$ cat src/logic/dad_defines.svh
// Constants for the distance, magnitude and addition datapath.
`ifndef DAD_DEFINES_SVH
`define DAD_DEFINES_SVH
`define DAD_ADDR_CTRL 8'h00
`define DAD_ADDR_IRQ_STAT 8'h04
`define DAD_ADDR_IRQ_MASK 8'h08
`define DAD_ADDR_FLAGS 8'h0c
`define DAD_CTRL_WIDE 0
`define DAD_CTRL_DATA_UNIT_SATURATE 1
`define DAD_CTRL_ADDR_UNIT_SATURATE 2
`define DAD_CTRL_SXM 3
`define DAD_CTRL_LEGACY 4
`define DAD_CTRL_RESET 5'h08
`define DAD_EVT_DST 0
`define DAD_EVT_SRC 1
`define DAD_FLG_CARRY 2
`define DAD_MAX40 40'h7f_ffff_ffff
`define DAD_MIN40 40'h80_0000_0000
`define DAD_MAX32 40'h00_7fff_ffff
`define DAD_MIN32 40'hff_8000_0000
`define DAD_MAX16 16'h7fff
`define DAD_MIN16 16'h8000
`define DAD_HALF_SHIFT 16
`endif

$ cat src/logic/dad_pkg.sv
// Types shared by the distance, magnitude and addition datapath.
`default_nettype none
package dad_pkg;
  // Operation selected by the decode stage.
  typedef enum logic [1:0] {DAD_OP_DIST, DAD_OP_MAG, DAD_OP_ADD} dad_op_t;
  // Whole state of the datapath, registered once per cycle.
  typedef struct packed {
    logic [4:0] ctrl;
    logic [1:0] stat;
    logic [1:0] mask;
    logic [31:0] prdata;
    logic pready;
    logic pslverr;
    logic resValid;
    logic [39:0] resMain;
    logic [39:0] resAux;
    logic carry;
    logic srcOvf;
    logic dstOvf;
    logic irq;
  } dad_state_t;
endpackage
`default_nettype wire

$ cat src/logic/dad_alu.sv
// Distance, magnitude and register addition datapath with an APB register file.
// Function
// - Distance does magnitude accumulate and subtraction together.
// - Magnitude accumulate overflow flags and saturates destination.
// - Subtract shifted memory operands, sign-extend to 40.
// - Subtraction carry follows wide mode; clear means borrow.
// - Subtraction overflow flags and saturates source accumulator.
// - Legacy mode drops subtraction overflow and saturation.
// - Magnitude into accumulator runs on 40 bits.
// - Narrow mode takes sign from bit 31.
// - Wide mode takes sign from bit 39.
// - Magnitude into accumulator sets carry on zero.
// - Magnitude overflow flags and saturates under data setting.
// - Magnitude into aux register runs on 16 bits.
// - 16-bit magnitude overflows at bit 15, address saturation.
// - Legacy mode runs magnitude as wide mode.
// - Addition into accumulator: 40 bits, modes apply.
// - Addition into aux register: 16 bits, bit 15.
//
// Chosen here: the placing of the registers and register access over APB.
`timescale 1ns/1ps
`default_nettype none
`include "dad_defines.svh"
module dad_alu (
  input wire logic core_clk,
  input wire logic srst,
  input wire logic psel,
  input wire logic penable,
  input wire logic pwrite,
  input wire logic [7:0] paddr,
  input wire logic [31:0] pwdata,
  output logic [31:0] prdata,
  output logic pready,
  output logic pslverr,
  input wire logic opValid,
  input wire dad_pkg::dad_op_t opCode,
  input wire logic dstIsAcc,
  input wire logic srcIsAcc,
  input wire logic [39:0] accumSrc,
  input wire logic [39:0] accumDst,
  input wire logic [15:0] memX,
  input wire logic [15:0] memY,
  output logic resValid,
  output logic [39:0] resMain,
  output logic [39:0] resAux,
  output logic carryFlag,
  output logic srcAccumOverflowFlag,
  output logic dstAccumOverflowFlag,
  output logic irq
);

  // Current and next state of the whole block.
  dad_pkg::dad_state_t st_r;
  dad_pkg::dad_state_t st_nxt;

  // Extends a 16-bit value to 40 bits, signed only when sign extension is on.
  function automatic logic [39:0] ext16(input logic [15:0] v, input logic sxm);
    ext16 = {{24{v[15] & sxm}}, v};
  endfunction

  // True when a 41-bit exact result does not fit the active accumulator width.
  function automatic logic ovf40(input logic [40:0] r, input logic wide);
    if (wide) begin
      ovf40 = r[40] ^ r[39];
    end else begin
      ovf40 = !((&r[40:31]) || (~|r[40:31]));
    end
  endfunction

  // Clamps an overflowed 41-bit result to the width at which it overflowed.
  function automatic logic [39:0] clamp40(input logic [40:0] r, input logic wide,
                                          input logic ovf, input logic sat);
    if (ovf && sat) begin
      if (wide) begin
        clamp40 = r[40] ? `DAD_MIN40 : `DAD_MAX40;
      end else begin
        clamp40 = r[40] ? `DAD_MIN32 : `DAD_MAX32;
      end
    end else begin
      clamp40 = r[39:0];
    end
  endfunction

  // Clamps a 17-bit exact result to 16 bits when the address side saturates.
  function automatic logic [15:0] clamp16(input logic [16:0] r, input logic sat);
    if ((r[16] ^ r[15]) && sat) begin
      clamp16 = r[16] ? `DAD_MIN16 : `DAD_MAX16;
    end else begin
      clamp16 = r[15:0];
    end
  endfunction

  // Outputs are plain views of registered state.
  assign prdata = st_r.prdata;
  assign pready = st_r.pready;
  assign pslverr = st_r.pslverr;
  assign resValid = st_r.resValid;
  assign resMain = st_r.resMain;
  assign resAux = st_r.resAux;
  assign carryFlag = st_r.carry;
  assign srcAccumOverflowFlag = st_r.srcOvf;
  assign dstAccumOverflowFlag = st_r.dstOvf;
  assign irq = st_r.irq;

  // Next-state logic: datapath, register file and interrupt status together.
  always_comb begin
    logic wide;
    logic wideEff;
    logic data_unit_saturate;
    logic addr_unit_saturate;
    logic sxm;
    logic legacy;
    logic access;
    logic [40:0] magAcc;
    logic [40:0] diff;
    logic [39:0] opA;
    logic [39:0] opB;
    logic [39:0] src40;
    logic [16:0] r17;
    logic [15:0] s16;
    logic ovf;
    logic [1:0] evt;
    wide = st_r.ctrl[`DAD_CTRL_WIDE];
    data_unit_saturate = st_r.ctrl[`DAD_CTRL_DATA_UNIT_SATURATE];
    addr_unit_saturate = st_r.ctrl[`DAD_CTRL_ADDR_UNIT_SATURATE];
    sxm = st_r.ctrl[`DAD_CTRL_SXM];
    legacy = st_r.ctrl[`DAD_CTRL_LEGACY];
    wideEff = wide | legacy;
    access = psel && penable;
    magAcc = '0;
    diff = '0;
    opA = '0;
    opB = '0;
    src40 = srcIsAcc ? accumSrc : ext16(accumSrc[15:0], sxm);
    r17 = '0;
    s16 = '0;
    ovf = 1'b0;
    evt = 2'b00;
    st_nxt = st_r;
    st_nxt.resValid = opValid;
    st_nxt.srcOvf = 1'b0;
    st_nxt.dstOvf = 1'b0;
    if (opValid) begin
      unique case (opCode)
        dad_pkg::DAD_OP_DIST: begin
          // Magnitude of the upper part of the old source, added to the destination.
          // The magnitude reads accumSrc as presented, so the subtraction that
          // overwrites the source does not feed the magnitude in this cycle.
          opA = {{16{accumSrc[39]}}, accumSrc[39:16]};
          opB = opA[39] ? 40'(-opA) : opA;
          magAcc = {accumDst[39], accumDst} + {1'b0, opB};
          ovf = ovf40(magAcc, wide);
          st_nxt.dstOvf = ovf;
          st_nxt.resMain = clamp40(magAcc, wide, ovf, data_unit_saturate);
          // Both memory words move to the upper half before the subtraction.
          opA = ext16(memX, sxm) << `DAD_HALF_SHIFT;
          opB = ext16(memY, sxm) << `DAD_HALF_SHIFT;
          diff = {opA[39], opA} - {opB[39], opB};
          // Carry is the inverse of the borrow at the active width.
          if (wide) begin
            st_nxt.carry = !(opA < opB);
          end else begin
            st_nxt.carry = !(opA[31:0] < opB[31:0]);
          end
          // Legacy mode keeps the raw wrapped difference with no flag.
          if (legacy) begin
            st_nxt.resAux = diff[39:0];
          end else begin
            ovf = ovf40(diff, wide);
            st_nxt.srcOvf = ovf;
            st_nxt.resAux = clamp40(diff, wide, ovf, data_unit_saturate);
          end
        end
        dad_pkg::DAD_OP_MAG: begin
          st_nxt.resAux = '0;
          if (dstIsAcc) begin
            // Sign bit depends on the effective width.
            if (wideEff ? src40[39] : src40[31]) begin
              magAcc = 41'd0 - {src40[39], src40};
            end else begin
              magAcc = {src40[39], src40};
            end
            ovf = ovf40(magAcc, wideEff);
            st_nxt.dstOvf = ovf;
            st_nxt.resMain = clamp40(magAcc, wideEff, ovf, data_unit_saturate);
            st_nxt.carry = (st_nxt.resMain == 40'h00_0000_0000);
          end else begin
            // Address side sees only the low word of any source.
            s16 = accumSrc[15:0];
            r17 = s16[15] ? (17'd0 - {s16[15], s16}) : {s16[15], s16};
            st_nxt.resMain = {24'h00_0000, clamp16(r17, addr_unit_saturate)};
          end
        end
        dad_pkg::DAD_OP_ADD: begin
          st_nxt.resAux = '0;
          if (dstIsAcc) begin
            opA = accumDst;
            magAcc = {opA[39], opA} + {src40[39], src40};
            ovf = ovf40(magAcc, wide);
            st_nxt.dstOvf = ovf;
            st_nxt.resMain = clamp40(magAcc, wide, ovf, data_unit_saturate);
            if (wide) begin
              st_nxt.carry = 41'(opA + src40) > 41'h00_ffff_ffff_ff;
            end else begin
              st_nxt.carry = 33'(opA[31:0]) + 33'(src40[31:0]) > 33'h0_ffff_ffff;
            end
          end else begin
            r17 = {accumDst[15], accumDst[15:0]} + {accumSrc[15], accumSrc[15:0]};
            st_nxt.resMain = {24'h00_0000, clamp16(r17, addr_unit_saturate)};
          end
        end
        default: begin
          st_nxt.resValid = 1'b0;
        end
      endcase
    end
    // Overflow events feed the sticky interrupt status.
    evt[`DAD_EVT_DST] = st_nxt.dstOvf;
    evt[`DAD_EVT_SRC] = st_nxt.srcOvf;
    // APB: answer one cycle into the access phase, then drop ready.
    st_nxt.pready = access && !st_r.pready;
    st_nxt.pslverr = 1'b0;
    if (access && !st_r.pready) begin
      st_nxt.prdata = '0;
      unique case (paddr)
        `DAD_ADDR_CTRL: st_nxt.prdata = {27'h000_0000, st_r.ctrl};
        `DAD_ADDR_IRQ_STAT: st_nxt.prdata = {30'h0000_0000, st_r.stat};
        `DAD_ADDR_IRQ_MASK: st_nxt.prdata = {30'h0000_0000, st_r.mask};
        `DAD_ADDR_FLAGS: begin
          st_nxt.prdata = {29'h0000_0000, st_r.carry, st_r.srcOvf, st_r.dstOvf};
        end
        default: st_nxt.pslverr = 1'b1;
      endcase
    end
    // Writes land on the edge that completes the access phase.
    if (access && st_r.pready && pwrite) begin
      if (paddr == `DAD_ADDR_CTRL) begin
        st_nxt.ctrl = pwdata[4:0];
      end
      if (paddr == `DAD_ADDR_IRQ_MASK) begin
        st_nxt.mask = pwdata[1:0];
      end
      if (paddr == `DAD_ADDR_IRQ_STAT) begin
        st_nxt.stat = st_r.stat & ~pwdata[1:0];
      end
    end
    // A new event in the same cycle as its clear still stands.
    st_nxt.stat = st_nxt.stat | evt;
    st_nxt.irq = |(st_nxt.stat & st_nxt.mask);
    if (srst) begin
      st_nxt = '0;
      st_nxt.ctrl = `DAD_CTRL_RESET;
    end
  end

  // Single register for the whole state.
  always_ff @(posedge core_clk) begin
    st_r <= st_nxt;
  end

  // Every operation with a defined code gives one result a cycle later.
  // The spare code is dropped on purpose, so it is kept out of the trigger.
  validPipe_a: assert property (@(posedge core_clk) disable iff (srst)
    opValid && (opCode == dad_pkg::DAD_OP_DIST || opCode == dad_pkg::DAD_OP_MAG ||
    opCode == dad_pkg::DAD_OP_ADD) |=> resValid)
    else $error("result strobe missing after operation");

  // Magnitude into an accumulator reports zero through carry.
  magZero_a: assert property (@(posedge core_clk) disable iff (srst)
    opValid && opCode == dad_pkg::DAD_OP_MAG && dstIsAcc |=>
    carryFlag == (resMain == 40'h00_0000_0000))
    else $error("carry does not reflect zero magnitude");

  // A zero source gives a zero magnitude, so carry must rise.
  // This ties carry to the operands rather than to the stored result alone.
  magZeroSrc_a: assert property (@(posedge core_clk) disable iff (srst)
    opValid && opCode == dad_pkg::DAD_OP_MAG && dstIsAcc && srcIsAcc &&
    accumSrc == 40'h00_0000_0000 |=> carryFlag && resMain == 40'h00_0000_0000)
    else $error("zero magnitude did not set carry");

  // Legacy subtraction never raises the source overflow flag.
  legacyNoOvf_a: assert property (@(posedge core_clk) disable iff (srst)
    opValid && opCode == dad_pkg::DAD_OP_DIST && st_r.ctrl[`DAD_CTRL_LEGACY]
    |=> !srcAccumOverflowFlag)
    else $error("legacy subtraction flagged overflow");

  // A destination overflow leaves a sticky status bit behind.
  ovfSticky_a: assert property (@(posedge core_clk) disable iff (srst)
    dstAccumOverflowFlag |-> st_r.stat[`DAD_EVT_DST])
    else $error("destination overflow not latched");

  // Narrow results leave the upper bits clear.
  auxUpper_a: assert property (@(posedge core_clk) disable iff (srst)
    opValid && opCode == dad_pkg::DAD_OP_MAG && !dstIsAcc |=>
    resMain[39:16] == 24'h00_0000)
    else $error("narrow magnitude touched upper bits");

  // The most negative 16-bit word saturates to the largest positive one.
  sat16_a: assert property (@(posedge core_clk) disable iff (srst)
    opValid && opCode == dad_pkg::DAD_OP_MAG && !dstIsAcc &&
    st_r.ctrl[`DAD_CTRL_ADDR_UNIT_SATURATE] && accumSrc[15:0] == 16'h8000 |=>
    resMain[15:0] == 16'h7fff)
    else $error("16-bit magnitude not saturated");

  // A positive wide source passes through unchanged.
  absPos_a: assert property (@(posedge core_clk) disable iff (srst)
    opValid && opCode == dad_pkg::DAD_OP_MAG && dstIsAcc && srcIsAcc &&
    st_r.ctrl[`DAD_CTRL_WIDE] && !accumSrc[39] |=> resMain == $past(accumSrc))
    else $error("positive wide source altered");

  // Equal memory operands give a zero difference and no borrow.
  distEqual_a: assert property (@(posedge core_clk) disable iff (srst)
    opValid && opCode == dad_pkg::DAD_OP_DIST && memX == memY |=>
    carryFlag && resAux == 40'h00_0000_0000)
    else $error("equal operands produced borrow or nonzero result");

endmodule
`default_nettype wire

$ cat config.mk
export PLATFORM = sky130hd
export DESIGN_NAME = dad_alu
export DESIGN_NICKNAME = d
export VERILOG_FILES = /design/src/logic/dad_pkg.sv /design/src/logic/dad_alu.sv
export VERILOG_INCLUDE_DIRS = /design/src /design/src/logic
export SDC_FILE = /design/constraint.sdc
export NUM_CORES = 1
export LEC_CHECK = 0
export ABC_CLOCK_PERIOD_IN_PS = 10900
export BUFFER_PORTS_ARGS = -buffer_cell sky130_fd_sc_hd__buf_2
export CORE_UTILIZATION = 40
export DETAILED_ROUTE_END_ITERATION = 8
export RECOVER_POWER = 25
export SYNTH_ARGS = -nofsm -noshare
export SYNTH_HDL_FRONTEND = slang
export SYNTH_SLANG_ARGS = --single-unit
$ cat constraint.sdc
create_clock -name core_clk -period 10.9 [get_ports core_clk]
set_input_delay 1.635 -clock core_clk [delete_from_list [all_inputs] [get_ports core_clk]]
set_output_delay 1.635 -clock core_clk [all_outputs]
set_load 0.01 [all_outputs]
Word level (Yosys, flattened, before mapping). Cells that the tools add are included.

Input bits: 162. Flip-flop bits (word level): 128. Logic and storage cells: 160. Output and inout port bits: 119.

Mux-type cells: 66. Bitwise logic cells: 16. Add/subtract/negate cells: 9. Eq/ne operators: 7. Magnitude comparators: 4. Reductions and logical operators: 45.

Operators by type and width (count): 2-to-1 mux 40 bit (24); case mux 81 bit (3 select lines) (1); 2-to-1 mux 41 bit (4); adder 40 x 40 -> 41 bit (2); 2-to-1 mux 16 bit (4); adder 41 x 40 -> 41 bit (1); greater-than comparator 41 x 40 -> 1 bit, second input constant (1); subtractor 1 x 40 -> 41 bit, first input constant (1); zero test 40 bit (1); < comparator 40 bit (1); negator 40 bit (1); AND reduction 10 bit (4); OR reduction 10 bit (4); subtractor 33 x 33 -> 34 bit (1); adder 32 x 32 -> 33 bit (1); greater-than comparator 33 x 32 -> 1 bit, second input constant (1); < comparator 32 bit (1); 2-to-1 mux 1 bit (26); case mux 5 bit (4 select lines) (1); adder 16 x 16 -> 17 bit (1); 2-to-1 mux 17 bit (1); subtractor 1 x 16 -> 17 bit, first input constant (1); == test 8 x 4 -> 1 bit, second input constant (2); zero test 1 bit (11); 24 further kinds (51).

Depth between registers and ports, before layout.
Word-level depth: 23. Mapped depth: 32. Mapped depth without buffers: 30.

Least setup slack after synthesis. Ideal clock, no wire load.

Path type: input to register. From: input port accumSrc[22]. To: register st_r (netlist bit resMain[1]). Required time: 10.780 ns. Data arrival time: 7.333 ns. Stages: 28. Library setup time: 0.120 ns. Path slack: 3.447 ns. Path buffers: 2. Cell sequence: clkbuf_1 nor3_1 nand3_1 nand3b_1 or3_1 o31ai_1 xnor2_1 ha_1 o21ai_0 a21oi_1 a211oi_1 o21a_1 a21oi_1 nand3b_1 a311oi_1 inv_1 ha_1 nand2b_1 a21oi_1 o221ai_1 and4b_1 a41oi_1 and3_1 clkbuf_1 nor2_1 a221oi_1 nand3_1 o31a_1.

Longest elaborated chain between the ends: 21. Elaborated cells between the ends (all ways): 60. Those cells by class: add/sub (4); mux (35); bitwise (3); reduce/logical (18).

Ends and longest elaborated chain: start: declaration (RTL line dad_alu.sv:39) `input wire logic [39:0] accumSrc,`; branches (longest 20 deep; another with adder 41 x 40 -> 41 bit); case mux 81 bit (3 select lines) (*) (RTL line dad_alu.sv:144) `unique case (opCode)`; end signal: assignment (RTL line dad_alu.sv:258) `st_r <= st_nxt;`; end: declaration (RTL line dad_alu.sv:53) `dad_pkg::dad_state_t st_r;`.

Mark *: on every way between the ends. The select of a mux whose other input is x is not followed. A chain may end at the register's enable or synchronous reset.

Final worst setup path.
From: input port accumSrc[16]. To: register st_r (netlist bit resMain[1]).

Same word-level chain as after synthesis.

==> flow_metrics.env <==
export IMPL_status="complete, but fails checks"
export IMPL_violations="capacitance limit, slew limit"
export IMPL_fmax_mhz=111.9
export IMPL_cts_buffer_depth=2
export IMPL_die_y_microns=185.6
export IMPL_avgViaCountPerCell=6.058
export IMPL_insertion_delay_ns=0.36
export IMPL_fp_row_count=66
export IMPL_yosys_most_used_dff="dfxtp_1"
export IMPL_stdcell_count=2480
export IMPL_hp_class="register to register"
export IMPL_post_cts_buffers=0
export IMPL_syn_inst=1952
export IMPL_nets=2309
export IMPL_syn_mean_instance_area_sq_um=6.904
export IMPL_synth_commonest_cells="nand2_1, a21oi_1, o21ai_0, nor2_1, buf_4"
export IMPL_fin_setup_tns_ns=0
export IMPL_cts_tree="built"
export IMPL_grt_overflow_total=0
export IMPL_power_density_nw_per_um2=101.0
export IMPL_required_ns=11.19
export IMPL_yosys_warnings=0
export IMPL_wirelength_microns=53700
export IMPL_seq_power_share=0.226
export IMPL_area_growth_pct=7.400
export IMPL_dpl_cell_area_sq_um=14200
export IMPL_startpoint_type="input port"
export IMPL_setup_viol=0
export IMPL_gp_congestion=0.9810
export IMPL_cts_root_buffer="clkbuf_16"
export IMPL_holdBufCountCts=0
export IMPL_gr_usage_met2=0.4909
export IMPL_p_switching_uw=650.5
export IMPL_post_place_cells=2464
export IMPL_synth_area_leaders="dfxtp_1, ha_1, a21oi_1"
export IMPL_ys_ff_latch=81
export IMPL_hpwl_microns=44390
export IMPL_cts_sinks=81
export IMPL_ys_seq_area_frac=0.1203
export IMPL_antenna_found_initial=0
export IMPL_max_slew_margin=-0.3187
export IMPL_ant_nets=0
export IMPL_path_clk_slew_ns=0.06
export IMPL_power_internal_uw=811.1
export IMPL_worst_pin_slew_ns=1.978
export IMPL_comb_power_share=0.539
export IMPL_met3_usage=0.04559
export IMPL_grt_setup_unrepaired="false"
export IMPL_grt_max_degree=43
export IMPL_cp_arrival_ns=9.23
export IMPL_diodes=0
export IMPL_fin_area_sq_um=14470
export IMPL_final_hold_violation_count=0
export IMPL_critical_path_class="input port to register"
export IMPL_drt_iter0_markers=1386
export IMPL_synth_top_area_cell="dfxtp_1"
export IMPL_synth_top_cell_area_share=0.1203
export IMPL_routedWlPerCell_microns=21.65
export IMPL_cts_buffers_inserted=9
export IMPL_busiest_layer="met2"
export IMPL_die_area_sq_um=34430
export IMPL_firstDrtPassIters=6
export IMPL_slew_violations=39
export IMPL_use_met1=0.4185
export IMPL_cp_end_kind="register"
export IMPL_io_pins=281
export IMPL_swShare=0.4451
export IMPL_netlist_area_sq_um=13480
export IMPL_async_flop_share=0
export IMPL_p_leak_uw=0.006232
export IMPL_fin_crit_ns=8.940
export IMPL_critical_path_max_fanout=12
export IMPL_grt_first_pass_wirelength_microns=79830
export IMPL_synth_edf_count=0
export IMPL_grt_pass1_vias=13680
export IMPL_port_buffers=226
export IMPL_vias=15020
export IMPL_clock_power_share=0.235
export IMPL_grt_use_total=0.3053
export IMPL_ir_drop_mv=0.07460
export IMPL_cts_htree_levels=3
export IMPL_die_width_microns=185.6
export IMPL_synth_most_common_cell="nand2_1"
export IMPL_ctsResizeCount=0
export IMPL_start_util=0.4100
export IMPL_core_area_sq_um=32870
export IMPL_final_setup_skew_ns=0.01208
export IMPL_post_route_cells_drive_above_1_share=0.1237
export IMPL_drc=0
export IMPL_finalCritPeriodShare=0.8201
export IMPL_synth_cell_types=92
export IMPL_maxCapViolCount=1
## power by group through the flow
| stage | Clock (uW) | Sequential [uW] | Combinational [uW] |
|---|---|---|---|
| after floorplan | 0 | 331 | 549 |
| after global placement | 0 | 336 | 763 |
| after detailed placement | 0 | 336 | 766 |
| after CTS | 348 | 330 | 770 |
| after global routing | 360 | 332 | 857 |
| final | 343 | 330 | 788 |
## state kept, by name, indices dropped and copies added, names as in the netlist, 5 cells and up
name,count
prdata,5
resAux,20
st_r,9
resMain,40
## per-layer routing
| metal | vias up | share of wire | wire, microns |
|---|---|---|---|
| met4 | 0 | 0.025 | 1355 |
| met3 | 66 | 0.081 | 4340 |
| met1 | 7131 | 0.45 | 24220 |
| met5 | - | 0 | 0 |
| met2 | 659 | 0.44 | 23790 |
| li1 | 7168 | - | - |
## final timing paths
| kind | slack, ns | endpoint | cells after the start | startpoint |
|---|---|---|---|---|
| setup / recovery | 1.96 | resMain[1] | 27 | accumSrc[16] |
| hold / removal | 0.45 | resAux[20] | 2 | resAux[20] |
| setup reg to reg | 3.58 | resMain[9] | 20 | st_r[126] |
| hold reg to reg | 0.45 | resAux[20] | 2 | resAux[20] |
## layout make-up
type                            count  area (sq um)
Clock buffer                       14         264.0
Timing Repair Buffer              242          1200
Tap cell                          442         553.0
Clock inverter                      2         60.06
Inverter                           70         262.8
Sequential cell                    81          1622
Multi-Input combinational cell   1629         10510
Fill cell                        3541         18390
## kinds of logic after synthesis
kind of cell | synth area share
compound gates | 0.3144
simple gates | 0.2382
buf+inv | 0.1123
xor+xnor | 0.08774
fa+ha+maj | 0.1075
flops | 0.1203
mux | 0.01922
other cells | 0.0002783
## cell usage in the layout, fill, tap and decap left out, types with 10 or more instances in the layout
cell	synthesis	final
nand2_1	223	223
buf_2	4	188
a21oi_1	178	178
o21ai_0	175	175
nor2_1	145	144
ha_1	111	111
xnor2_1	88	88
dfxtp_1	81	81
inv_1	67	67
nand4_1	49	49
nor3_1	47	47
xor2_1	47	47
conb_1	1	43
clkbuf_1	90	42
nand3_1	35	35
a21o_1	33	33
nand2b_1	28	28
o21a_1	28	28
a211oi_1	27	27
o211ai_1	26	26
or3_1	23	23
a31oi_1	19	19
mux2i_1	18	18
a2111oi_0	17	17
a221oi_1	17	17
o31ai_1	16	16
nor2b_1	16	16
buf_4	114	15
and2_1	14	14
and3_1	13	13
o21bai_1	13	13
a22oi_1	12	12
nor4_1	12	12
a41oi_1	10	10
## metrics by stage
stage	util	setup WS [ns]	total power (uW)	hold slack (ns)
2_1_floorplan	-	3.447	880.9	0.4263
3_3_place_gp	0.4321	1.971	1099	0.4307
3_5_place_dp	0.4321	1.940	1102	0.4363
4_1_cts	0.4419	2.257	1448	0.4511
5_1_grt	0.4404	1.678	1548	0.4730
6_report	0.4404	1.960	1462	0.4490
## worst max-delay path, cell delays in order
cell       delay (ns)
buf_2            0.18
inv_1            0.08
ha_1             0.29
nand2_1          0.06
o21ai_0          0.32
fa_1             0.59
a211oi_1         0.72
o21ai_0          0.45
o2111a_1         0.43
o2111ai_1        0.61
a21oi_1          0.19
nand3b_1         0.23
nor4_1           0.24
a311oi_2         0.08
buf_4            0.21
inv_1            0.09
ha_1             0.14
nand2b_1         0.07
a21oi_1          0.12
o221ai_1         0.14
and4b_1          0.27
a41oi_1          0.27
and3_1           0.32
nor2_1           0.82
a221oi_1         0.24
a21oi_1          0.21
o31a_1           0.18
(Power assumes the default switching activity.)
